### config.mk
export PLATFORM = sky130hd
export DESIGN_NAME = ics_top
export DESIGN_NICKNAME = d
export VERILOG_FILES = /design/src/ics_pkg.sv /design/src/ics_top.sv
export VERILOG_INCLUDE_DIRS = /design/src /design/src/src
export SDC_FILE = /design/constraint.sdc
export NUM_CORES = 1
export LEC_CHECK = 0
export BUFFER_PORTS_ARGS = -buffer_cell sky130_fd_sc_hd__buf_2
export CORE_ASPECT_RATIO = 2
export CORE_MARGIN = 1
export CORE_UTILIZATION = 47
export CTS_BUF_LIST = sky130_fd_sc_hd__clkbuf_8
export DETAILED_ROUTE_END_ITERATION = 16
export PLACE_DENSITY = 0.87
export SYNTH_ARGS = -nofsm -noshare
export SYNTH_HDL_FRONTEND = slang
export SYNTH_SLANG_ARGS = --single-unit
### constraint.sdc
create_clock -name i_clk -period 2.23 [get_ports i_clk]
set_input_delay 0.1115 -clock i_clk [delete_from_list [all_inputs] [get_ports i_clk]]
set_output_delay 0.1115 -clock i_clk [all_outputs]
set_load 0.01 [all_outputs]
### src/ics_defs.svh
`ifndef ICS_DEFS_SVH
`define ICS_DEFS_SVH

// register byte offsets on the apb side
`define ICS_OFF_CTRL 12'h000
`define ICS_OFF_MASKEN 12'h004
`define ICS_OFF_EVSTAT 12'h008
`define ICS_OFF_EVMASK 12'h00C

// control/status field positions
`define ICS_BIT_IRQ 15
`define ICS_LVL_HI 14
`define ICS_LVL_LO 13
`define ICS_VEC_HI 12
`define ICS_VEC_LO 6
`define ICS_BIT_DIS 5
`define ICS_ONES_HI 4
`define ICS_ONES_LO 2

// level encodings presented to the core
`define ICS_LVL_ANY 2'h0
`define ICS_LVL_P0 2'h1
`define ICS_LVL_P1 2'h2
`define ICS_LVL_P23 2'h3

// event status bits
`define ICS_EV_ENTRY 0
`define ICS_EV_OVERWRITE 1
`define ICS_EV_W 2

// reset values
`define ICS_RST_DIS 1'h0
`define ICS_RST_MASKEN 1'h0
`define ICS_RST_EVMASK 2'h0
`define ICS_RST_VECTOR 21'h000000

// clock edges the reset vector is held after release
`define ICS_RST_HOLD_EDGES 2'h2

`endif

### src/ics_pkg.sv
package ics_pkg;

    // request offered by the pending/priority logic upstream
    typedef struct packed {
        logic valid;
        logic [1:0] prio;
        logic swlp;
        logic fixed;
        logic fast;
        logic [6:0] vector;
        logic [20:0] addr;
    } ics_req_t;

    // what is presented to the core
    typedef struct packed {
        logic irq;
        logic [1:0] level;
        logic [20:0] vector_number_field;
        logic rst_vec;
    } ics_core_t;

    // apb request from the master
    typedef struct packed {
        logic psel;
        logic penable;
        logic pwrite;
        logic [11:0] paddr;
        logic [31:0] pwdata;
        logic [3:0] pstrb;
    } ics_apb_req_t;

endpackage

### src/ics_top.sv
// Design decisions made here: the APB register port and the register offsets.
`timescale 1ns/1ps
`default_nettype none
`include "ics_defs.svh"
// Function
// - read-only bits 14:13 mirror the nesting level presented to the core.
// - level code 00 none or lowest soft, 01 p0, 10 p1, 11 p2/p3.
// - level and vector fields update only when the core enters a routine.
// - read-only bits 12:6 hold the vector number of the last taken request.
// - for a fast request the vector field holds low jump address bits.
// - writable bit 5 set blocks all core requests, fixed and maskable, but not o_irq; zero by default.
// - bits 4:2 always read as ones, writes ignored.
// - bits 1:0 always read as zeros, writes ignored.
// - while reset is asserted the reset vector drives the vector outputs.
// - reset vector stays presented through the second edge after release.
// - reset defaults everything; maskables off, fixed core requests stay enabled.
// - read-only bit 15 is one while a request is driven to the core.
module ics_top (
    input wire logic i_clk,
    input wire logic i_rst,
    input wire ics_pkg::ics_apb_req_t i_apb,
    output logic [31:0] o_prdata,
    output logic o_pready,
    output logic o_pslverr,
    input wire ics_pkg::ics_req_t i_req,
    input wire logic i_core_ack,
    output ics_pkg::ics_core_t o_core,
    output logic o_irq
);

    logic dis_ff;
    logic masken_ff;
    logic [1:0] lvl_field_ff;
    logic [6:0] vec_field_ff;
    logic [`ICS_EV_W-1:0] evstat_ff;
    logic [`ICS_EV_W-1:0] evmask_ff;
    logic [1:0] hold_cnt_ff;
    logic hold_ff;
    logic pready_ff;
    logic pslverr_ff;
    logic [31:0] prdata_ff;
    logic irq_ff;
    ics_pkg::ics_core_t core_ff;

    logic apb_access;
    logic apb_done;
    logic wr_done;
    logic mapped;
    logic req_allowed;
    logic entry;
    logic [1:0] nxt_level;
    logic [6:0] nxt_vec_field;
    logic [15:0] ctrl_rd;
    logic [31:0] nxt_prdata;
    logic [`ICS_EV_W-1:0] ev_set;
    logic [`ICS_EV_W-1:0] ev_clr;
    logic sel_ctrl;
    logic sel_masken;
    logic sel_evstat;
    logic sel_evmask;
    logic byte0_wr;
    logic nxt_dis;
    logic nxt_masken;
    logic [`ICS_EV_W-1:0] nxt_evmask;
    logic [`ICS_EV_W-1:0] nxt_evstat;
    logic nxt_irq;
    logic nxt_pready;
    logic nxt_pslverr;
    logic [31:0] rd_word;
    logic [1:0] nxt_lvl_field;
    logic [6:0] nxt_vec_capture;
    logic nxt_hold;
    logic [1:0] nxt_hold_cnt;
    ics_pkg::ics_core_t nxt_core;

    assign apb_access = i_apb.psel & i_apb.penable;
    assign apb_done = apb_access & pready_ff;
    assign wr_done = apb_done & i_apb.pwrite;
    assign sel_ctrl = (i_apb.paddr == `ICS_OFF_CTRL);
    assign sel_masken = (i_apb.paddr == `ICS_OFF_MASKEN);
    assign sel_evstat = (i_apb.paddr == `ICS_OFF_EVSTAT);
    assign sel_evmask = (i_apb.paddr == `ICS_OFF_EVMASK);
    // only the low byte holds writable bits, so only its strobe matters
    assign byte0_wr = wr_done & i_apb.pstrb[0];
    assign mapped = sel_ctrl | sel_masken | sel_evstat | sel_evmask;

    // fixed core requests bypass the maskable enable, the global disable blocks all
    assign req_allowed = i_req.valid & ~dis_ff & (i_req.fixed | masken_ff) & ~hold_ff;

    always_comb begin
        if (i_req.swlp) begin
            nxt_level = `ICS_LVL_ANY;
        end else begin
            case (i_req.prio)
                2'h0: nxt_level = `ICS_LVL_P0;
                2'h1: nxt_level = `ICS_LVL_P1;
                default: nxt_level = `ICS_LVL_P23;
            endcase
        end
    end

    // core entry only counts while a request is actually being offered
    assign entry = i_core_ack & core_ff.irq & ~hold_ff;
    assign nxt_vec_field = i_req.fast ? i_req.addr[6:0] : i_req.vector;

    // reset vector hold after release
    always_comb begin
        nxt_hold = hold_ff;
        nxt_hold_cnt = hold_cnt_ff;
        if (hold_ff) begin
            nxt_hold_cnt = hold_cnt_ff + 2'h1;
            if (hold_cnt_ff + 2'h1 == `ICS_RST_HOLD_EDGES) begin
                nxt_hold = 1'b0;
            end
        end
    end

    always_ff @(posedge i_clk or posedge i_rst) begin
        if (i_rst) begin
            hold_ff <= 1'b1;
        end else begin
            hold_ff <= nxt_hold;
        end
    end

    always_ff @(posedge i_clk or posedge i_rst) begin
        if (i_rst) begin
            hold_cnt_ff <= 2'h0;
        end else begin
            hold_cnt_ff <= nxt_hold_cnt;
        end
    end

    // outputs toward the core; the core must see the reset vector on both edges
    always_comb begin
        nxt_core.irq = req_allowed;
        nxt_core.level = req_allowed ? nxt_level : `ICS_LVL_ANY;
        nxt_core.vector_number_field = req_allowed ? i_req.addr : 21'h000000;
        nxt_core.rst_vec = 1'b0;
        if (hold_ff && (hold_cnt_ff + 2'h1 != `ICS_RST_HOLD_EDGES)) begin
            nxt_core.irq = 1'b0;
            nxt_core.level = `ICS_LVL_ANY;
            nxt_core.vector_number_field = `ICS_RST_VECTOR;
            nxt_core.rst_vec = 1'b1;
        end
    end

    always_ff @(posedge i_clk or posedge i_rst) begin
        if (i_rst) begin
            core_ff.irq <= 1'b0;
            core_ff.level <= `ICS_LVL_ANY;
            core_ff.vector_number_field <= `ICS_RST_VECTOR;
            core_ff.rst_vec <= 1'b1;
        end else begin
            core_ff <= nxt_core;
        end
    end

    // captured fields; a nested entry may overwrite before software reads
    always_comb begin
        nxt_lvl_field = lvl_field_ff;
        nxt_vec_capture = vec_field_ff;
        if (entry) begin
            nxt_lvl_field = core_ff.level;
            nxt_vec_capture = nxt_vec_field;
        end
    end

    always_ff @(posedge i_clk or posedge i_rst) begin
        if (i_rst) begin
            lvl_field_ff <= `ICS_LVL_ANY;
        end else begin
            lvl_field_ff <= nxt_lvl_field;
        end
    end

    always_ff @(posedge i_clk or posedge i_rst) begin
        if (i_rst) begin
            vec_field_ff <= 7'h00;
        end else begin
            vec_field_ff <= nxt_vec_capture;
        end
    end

    // software controls, one next value per register
    always_comb begin
        nxt_dis = dis_ff;
        if (byte0_wr && sel_ctrl) begin
            nxt_dis = i_apb.pwdata[`ICS_BIT_DIS];
        end
    end

    always_comb begin
        nxt_masken = masken_ff;
        if (byte0_wr && sel_masken) begin
            nxt_masken = i_apb.pwdata[0];
        end
    end

    always_comb begin
        nxt_evmask = evmask_ff;
        if (byte0_wr && sel_evmask) begin
            nxt_evmask = i_apb.pwdata[`ICS_EV_W-1:0];
        end
    end

    always_ff @(posedge i_clk or posedge i_rst) begin
        if (i_rst) begin
            dis_ff <= `ICS_RST_DIS;
        end else begin
            dis_ff <= nxt_dis;
        end
    end

    always_ff @(posedge i_clk or posedge i_rst) begin
        if (i_rst) begin
            masken_ff <= `ICS_RST_MASKEN;
        end else begin
            masken_ff <= nxt_masken;
        end
    end

    always_ff @(posedge i_clk or posedge i_rst) begin
        if (i_rst) begin
            evmask_ff <= `ICS_RST_EVMASK;
        end else begin
            evmask_ff <= nxt_evmask;
        end
    end

    // sticky events, write one to clear; a new event wins over the clear
    assign ev_set[`ICS_EV_ENTRY] = entry;
    assign ev_set[`ICS_EV_OVERWRITE] = entry & evstat_ff[`ICS_EV_ENTRY];
    assign ev_clr = (byte0_wr && sel_evstat) ? i_apb.pwdata[`ICS_EV_W-1:0] : {`ICS_EV_W{1'b0}};

    always_comb begin
        nxt_evstat = (evstat_ff & ~ev_clr) | ev_set;
    end

    // irq follows the new status in the same edge, not one later
    always_comb begin
        nxt_irq = |(nxt_evstat & evmask_ff);
    end

    always_ff @(posedge i_clk or posedge i_rst) begin
        if (i_rst) begin
            evstat_ff <= {`ICS_EV_W{1'b0}};
        end else begin
            evstat_ff <= nxt_evstat;
        end
    end

    always_ff @(posedge i_clk or posedge i_rst) begin
        if (i_rst) begin
            irq_ff <= 1'b0;
        end else begin
            irq_ff <= nxt_irq;
        end
    end

    // control/status read image
    always_comb begin
        ctrl_rd = 16'h0000;
        ctrl_rd[`ICS_BIT_IRQ] = core_ff.irq;
        ctrl_rd[`ICS_LVL_HI:`ICS_LVL_LO] = lvl_field_ff;
        ctrl_rd[`ICS_VEC_HI:`ICS_VEC_LO] = vec_field_ff;
        ctrl_rd[`ICS_BIT_DIS] = dis_ff;
        ctrl_rd[`ICS_ONES_HI:`ICS_ONES_LO] = 3'h7;
        ctrl_rd[1:0] = 2'h0;
    end

    always_comb begin
        case (i_apb.paddr)
            `ICS_OFF_CTRL: rd_word = {16'h0000, ctrl_rd};
            `ICS_OFF_MASKEN: rd_word = {31'h00000000, masken_ff};
            `ICS_OFF_EVSTAT: rd_word = {30'h00000000, evstat_ff};
            `ICS_OFF_EVMASK: rd_word = {30'h00000000, evmask_ff};
            default: rd_word = 32'h00000000;
        endcase
    end

    // one wait state: registered answer costs a cycle but keeps outputs glitch free
    always_comb begin
        nxt_pready = 1'b0;
        nxt_pslverr = 1'b0;
        nxt_prdata = 32'h00000000;
        if (apb_access && !pready_ff) begin
            nxt_pready = 1'b1;
            nxt_pslverr = ~mapped;
            if (!i_apb.pwrite) begin
                nxt_prdata = rd_word;
            end
        end
    end

    always_ff @(posedge i_clk or posedge i_rst) begin
        if (i_rst) begin
            pready_ff <= 1'b0;
        end else begin
            pready_ff <= nxt_pready;
        end
    end

    always_ff @(posedge i_clk or posedge i_rst) begin
        if (i_rst) begin
            pslverr_ff <= 1'b0;
        end else begin
            pslverr_ff <= nxt_pslverr;
        end
    end

    always_ff @(posedge i_clk or posedge i_rst) begin
        if (i_rst) begin
            prdata_ff <= 32'h00000000;
        end else begin
            prdata_ff <= nxt_prdata;
        end
    end

    assign o_prdata = prdata_ff;
    assign o_pready = pready_ff;
    assign o_pslverr = pslverr_ff;
    assign o_core = core_ff;
    assign o_irq = irq_ff;

endmodule
`default_nettype wire

==> results of run 1 <==
-- final cells by class --
class | instances | area [sq um]
multi-input combinational | 129 | 806
timing repair buffer | 123 | 726
inverter | 3 | 11.3
clock buffer | 10 | 138
fill | 388 | 1630
tap | 57 | 71.3
sequential | 59 | 1480
clock inverter | 6 | 50.0
-- worst max-delay path: stages (launching register included) --
cell	delay (ns)
dfrtp_1	0.41
nor4bb_1	0.29
nand4_1	0.20
nor3_2	0.45
and2_1	0.23
-- cells by family (layout without fill, tap and decap cells) --
group | count (synthesis) | after routing | share of synthesized area (%)
AO/OA/AOI/OAI | 16 | 16 | 3.53
XOR/XNOR | 1 | 1 | 0.364
adder cells (fa/ha/maj) | 1 | 1 | 0.520
buffers and inverters | 28 | 142 | 7.48
flip-flops | 59 | 59 | 61.4
multiplexers | 13 | 13 | 5.61
other | 1 | 16 | 0.156
AND/OR/NAND/NOR | 82 | 82 | 20.9
-- flip-flops by register name (all words and copies together), names as in the netlist --
signal and flops:
lvl_field_ff 2, o_irq 1, o_pready 1, dis_ff 1
hold_cnt_ff 2, evmask_ff 2, o_pslverr 1, o_core 25
masken_ff 1, evstat_ff 2, o_prdata 14, vec_field_ff 7
-- routing by layer --
layer,track usage [%],vias up,wire [um],share of wire [%]
met5,0,-,0,0
met4,13.8,0,125,2.4
met3,8.04,10,337,6.5
met2,35.2,88,2770,54
met1,22.1,880,1930,37
li1,-,870,-,-
-- stage by stage --
stage          hold slack (ns)  cells  cell area, sq um  setup WS (ns)  total power, uW
3_5_place_dp            0.0167    351              2890          0.581             1350
5_1_grt                 0.0184    387              3280          0.346             2360
4_1_cts                0.00197    387              3280          0.556             2290
2_1_floorplan            0.182    216              2460          0.664             1270
6_report                0.0137    387              3280          0.581             2270
3_3_place_gp           0.00884    351              2890          0.607             1340
-- synthesized netlist by cell type (2+ instances only) --
master    number  area share (%)
nand2_1       21             3.3
inv_1          3            0.47
and2_1        32             8.3
nor3_1         3            0.62
nor2_1         9             1.4
dfrtp_1       58              60
nor4_4         2             1.8
mux2i_1        9             3.7
buf_4         20             6.2
nor2b_1        3            0.78
clkbuf_1       5            0.78
nor3b_1        3            0.94
mux2_2         3             1.4
o21ai_0       13             2.7
-- power breakdown --
| part | internal [uW] | total (uW) | switching (uW) |
|---|---|---|---|
| registers | 1110 | 1130 | 18.0 |
| logic | 106 | 223 | 117 |
| clock network | 528 | 917 | 389 |
| total | 1750 | 2270 | 524 |
-- how the worst min path moves through the flow --
stage,endpoint,cells past startpoint
detailed placement,hold_cnt_ff[1],2
CTS,dis_ff,2
global route,dis_ff,2
finish,dis_ff,2
floorplan,o_core[22],1
global placement,hold_cnt_ff[0],2
-- repair_timing --
action                    in CTS  in global routing
gates resized for setup        0                  0
hold buffers                  20                  0
hold endpoints to repair      48                  0
==> results.sh, run 1 <==
export IMPL_routed_via_density=4.78
export IMPL_power_density_mw_per_mm2=693
export IMPL_cts_path_max_buffers=2
export IMPL_drive_gt1_share_pct=38.5
export IMPL_hold_start="i_apb[9]"
export IMPL_finalSetupTns_ns=0
export IMPL_synth_distinct_cells=31
export IMPL_cts_root_buf="clkbuf_8"
export IMPL_groute_usage_overall_pct=21.4
export IMPL_finalHoldViolations=0
export IMPL_hpwlAfterDp_mm=3.59
export IMPL_start_util_pct=49.0
export IMPL_fin_crit_sh_pct=73.9
export IMPL_clk_pin_slew_ns=0.06
export IMPL_critical_path_startpoint="o_pready"
export IMPL_antenna_left=0
export IMPL_final_cell_mix="buf_2, dfrtp_1, and2_1, nand2_1, dlygate4sd3_1"
export IMPL_worstSetupEndpointType="register"
export IMPL_timing_rr_end="o_prdata[5]"
export IMPL_power_leakage_uw=0.00183
export IMPL_grt_max_degree=32
export IMPL_syn_inst=201
export IMPL_grt_pass1_vias=1870
export IMPL_via_count=1848
export IMPL_fp_dieArea_sq_mm=0.00543
export IMPL_reg2reg_slack_ns=0.58
export IMPL_seq_area_frac_synth_pct=61.4
export IMPL_antenna_cells=0
export IMPL_drv_slew=0
export IMPL_cts_made_buffers=9
export IMPL_dr_first_iter_drc_count=19
export IMPL_min_path_type="input pin to register"
export IMPL_rsz0062_at_grt="false"
export IMPL_antenna_found_initial=0
export IMPL_ys_flop_type="dfrtp_1"
export IMPL_rows=36
export IMPL_peakVddDrop_mv=0.551
export IMPL_clock_sinks=59
export IMPL_maxCapViolCount=0
export IMPL_syn_to_final_growth_pct=36.2
export IMPL_start_kind="register"
export IMPL_status="finished, final reports clean"
export IMPL_synth_seq_cells=59
export IMPL_cts_tree="built"
export IMPL_reg2reg_depth=4
export IMPL_endpoint="o_prdata[5]"
export IMPL_post_drt_wl_per_cell_um=13.4
export IMPL_overflow=0
export IMPL_finClkSkew_ns=0.00684
export IMPL_finalSetupViolations=0
export IMPL_clk_insertion_delay_late_ns=0.33
export IMPL_drc=0
export IMPL_crit_type="register to register"
export IMPL_layout_nets=414
export IMPL_synth_area_sq_mm=0.00241
export IMPL_avgSynthCellArea_sq_um=12.0
export IMPL_critPathMaxFanout=12
export IMPL_fmax_mhz=607
export IMPL_drt_wl_total_mm=5.17
export IMPL_finish_utilization_pct=66.8
export IMPL_cts_setup_buffers=0
export IMPL_cp_required_ns=2.49
export IMPL_min_period_ns=1.65
export IMPL_grt_first_pass_wirelength_mm=8.20
export IMPL_synthArstFlopShare_pct=100
export IMPL_yosysWarnings=0
export IMPL_io_buffers=99
export IMPL_ctsHtreeMaxLevel=3
export IMPL_num_io_pins=148
export IMPL_worst_pin_slew_ns=0.523
export IMPL_layout_commonest_cell="buf_2"
export IMPL_r2r_start="o_pready"
export IMPL_dr_pass1_iters=4
export IMPL_die_y_um=103
export IMPL_place_congestion=0.794
export IMPL_arrival_ns=1.91
export IMPL_coreArea_sq_mm=0.00491
export IMPL_die_w_um=52.6
export IMPL_max_slew_margin_pct=64.9
export IMPL_synth_edff_count=0
(Power assumes the default switching activity.)
==> run 2: changes to the inputs <==
--- a/config.mk
+++ b/config.mk
@@ -6,13 +6,14 @@
 export SDC_FILE = /design/constraint.sdc
 export NUM_CORES = 1
 export LEC_CHECK = 0
+export ABC_AREA = 1
 export BUFFER_PORTS_ARGS = -buffer_cell sky130_fd_sc_hd__buf_2
 export CORE_ASPECT_RATIO = 2
 export CORE_MARGIN = 1
-export CORE_UTILIZATION = 47
+export CORE_UTILIZATION = 45
 export CTS_BUF_LIST = sky130_fd_sc_hd__clkbuf_8
 export DETAILED_ROUTE_END_ITERATION = 16
-export PLACE_DENSITY = 0.87
+export PLACE_DENSITY = 0.82
 export SYNTH_ARGS = -nofsm -noshare
 export SYNTH_HDL_FRONTEND = slang
 export SYNTH_SLANG_ARGS = --single-unit
==> constraint.sdc (replaced) <==
create_clock -name i_clk -period 1.7 [get_ports i_clk]
set_input_delay 0.085 -clock i_clk [delete_from_list [all_inputs] [get_ports i_clk]]
set_output_delay 0.085 -clock i_clk [all_outputs]
set_load 0.01 [all_outputs]
==> run 2 against run 1 <==
Net effect: hold slack improved by 0.0080 ns; power rose by 20%; die area rose by 8.4%; non-clock buffer count rose by 6; clock power rose by 18%; synthesized area rose by 4.1%; clock-buffer cell count rose by 1; clock skew fell by 0.0020 ns; first-iteration DRC count rose by 58%; cell count rose by 17%; fmax rose by 20%; global-route usage fell by 0.36 points; highest routed layer unchanged.
==> results.sh, run 2 <==
export IMPL_clock_sinks=59
export IMPL_syn_to_final_growth_pct=36.5
export IMPL_dr_first_iter_drc_count=30
export IMPL_hpwlAfterDp_mm=3.85
export IMPL_synthTopCellsByArea="dfrtp_1, inv_1, buf_4"
export IMPL_clk_pin_slew_ns=0.06
export IMPL_largest_register_ff_count=25
export IMPL_routed_via_density=4.55
export IMPL_place_inst=408
export IMPL_maxCapViolCount=0
export IMPL_fp_dieArea_sq_mm=0.00589
export IMPL_peakVddDrop_mv=0.660
export IMPL_timing_rr_end="o_core[5]"
export IMPL_cp_required_ns=1.96
export IMPL_cts_root_buf="clkbuf_8"
export IMPL_worst_pin_slew_ns=0.562
export IMPL_finish_utilization_pct=63.6
export IMPL_syn_inst=256
export IMPL_die_w_um=54.8
export IMPL_final_cell_mix="buf_2, dfrtp_1, inv_1, nand2_1, dlygate4sd3_1"
export IMPL_num_io_pins=148
export IMPL_synthTopCellsByCount="dfrtp_1, inv_1, nand2_1"
export IMPL_grt_pass1_vias=1991
export IMPL_dr_pass1_iters=4
export IMPL_finClkSkew_ns=0.00488
export IMPL_synthArstFlopShare_pct=100
export IMPL_post_drt_wl_per_cell_um=11.7
export IMPL_reg2reg_slack_ns=0.32
export IMPL_postCtsResizedCells=0
export IMPL_coreArea_sq_mm=0.00537
export IMPL_grt_first_pass_wirelength_mm=8.54
export IMPL_io_buffers=99
export IMPL_finalHoldViolations=0
export IMPL_r2r_start="o_core[0]"
export IMPL_ys_flop_type="dfrtp_1"
export IMPL_slowest_stage="dfstp_2"
export IMPL_worstSetupEndpointType="register"
export IMPL_drc=0
export IMPL_min_path_type="input pin to register"
export IMPL_cts_tree="built"
export IMPL_drive_gt1_share_pct=38.6
export IMPL_yosysWarnings=0
export IMPL_path_buf_inv=2
export IMPL_ctsHtreeMaxLevel=3
export IMPL_overflow=0
export IMPL_drt_wl_total_mm=5.29
export IMPL_critPathMaxFanout=12
export IMPL_start_util_pct=46.6
export IMPL_worstSetupPathDepth=4
export IMPL_reg2reg_depth=4
export IMPL_layout_nets=475
export IMPL_instances_no_fill=451
export IMPL_synth_distinct_cells=26
export IMPL_crit_type="register to register"
export IMPL_antenna_found_initial=0
export IMPL_layout_commonest_cell="buf_2"
export IMPL_grt_max_degree=35
export IMPL_crit_chain="nor4_2, inv_2, buf_4, nor2_2"
export IMPL_yosysTopAreaCellShare_pct=57.9
export IMPL_synth_most_common_cell="dfrtp_1"
export IMPL_max_stage_delay_ns=0.39
export IMPL_synth_seq_cells=59
export IMPL_antenna_left=0
export IMPL_cts_made_buffers=9
export IMPL_critical_path_startpoint="o_core[0]"
export IMPL_avgSynthCellArea_sq_um=9.78
export IMPL_synth_area_sq_mm=0.00250
export IMPL_clk_insertion_delay_late_ns=0.33
export IMPL_power_leakage_uw=0.00201
export IMPL_fin_crit_sh_pct=81.0
export IMPL_start_kind="register"
export IMPL_antenna_cells=0
export IMPL_endpoint="o_core[5]"
export IMPL_finalSetupTns_ns=0
export IMPL_drv_slew=0
export IMPL_die_y_um=108
export IMPL_rsz0062_at_grt="false"
export IMPL_rows=38
export IMPL_place_ws_ns=0.328
export IMPL_layout_setup_ws_ns=0.322
export IMPL_groute_usage_overall_pct=21.0
export IMPL_place_congestion=0.822
export IMPL_via_count=2050
export IMPL_yosys_area_top_type="dfrtp_1"
export IMPL_finalSetupViolations=0
export IMPL_cts_path_max_buffers=2
export IMPL_status="finished, final reports clean"
export IMPL_min_period_ns=1.38
export IMPL_max_slew_margin_pct=62.5
export IMPL_arrival_ns=1.63
export IMPL_synth_edff_count=0
export IMPL_fmax_mhz=726
export IMPL_crit_family="simple AND/OR/NAND/NOR gates"
export IMPL_power_density_mw_per_mm2=797
export IMPL_seq_area_frac_synth_pct=59.0
-- run 2: how the worst min path moves through the flow --
stage / startpoint / to / slack (ns) / cells after the start
after floorplan: i_req[30] / o_core[23] / 0.15 / 1
after global routing: i_apb[48] / o_prdata[4] / 0.02 / 4
final: i_apb[48] / o_prdata[4] / 0.02 / 4
after global placement: i_rst / o_core[15] / 0.16 / 2
after CTS: i_req[0] / o_core[1] / 0.007 / 3
after detailed placement: i_rst / o_core[17] / 0.18 / 2
-- run 2: layout make-up --
class,instances,area (sq um)
fillers,447,1950
inverters,48,180
clock inverters,5,21.3
clock buffers,11,151
repair buffers,129,801
well taps,60,75.1
multi-input cells,139,713
flip-flops and latches,59,1480
-- run 2: report_power, final --
part           total, uW  internal (uW)  switching (uW)
sequential          1420           1420            4.85
combinational        227            108             118
clock               1080            587             491
-- run 2: per-stage QoR --
step / hold slack, ns / total power (uW) / area (sq um)
final: 0.0217 / 2730 / 3420
after global routing: 0.0184 / 2850 / 3420
after CTS: 0.00744 / 2760 / 3420
after detailed placement: 0.176 / 1630 / 2980
after global placement: 0.158 / 1620 / 2980
after floorplan: 0.151 / 1560 / 2560
-- run 2: cells by family (layout without fill, tap and decap cells) --
| kind of cell | Yosys count | after routing | synth area share (%) |
|---|---|---|---|
| other | 1 | 16 | 0.150 |
| AND/OR/NAND/NOR | 98 | 98 | 19.8 |
| buffers and inverters | 73 | 193 | 14.8 |
| adder cells (fa/ha/maj) | 1 | 1 | 0.499 |
| XOR/XNOR | 1 | 1 | 0.350 |
| AO/OA/AOI/OAI | 23 | 23 | 5.39 |
| flip-flops | 59 | 59 | 59.0 |
-- run 2: routing by layer --
metal | routed length (um) | global-route usage (%) | vias to the layer above
met1 | 1870 | 21.5 | 933
met2 | 2920 | 36.1 | 92
met4 | 176 | 12.3 | 0
met3 | 319 | 4.80 | 16
li1 | - | - | 1009
met5 | 0 | 0 | -
-- run 2: timing repair --
action / 4_1_cts / 5_1_grt
hold buffers: 27 / 0
hold endpoints to repair: 49 / 0
buffers inserted: 0 / 0
-- run 2: worst register-to-register path: stages (launching register included) --
cell and delay [ns]:
dfstp_2 0.39, nor4_2 0.39, inv_2 0.19, buf_4 0.24, nor2_2 0.10
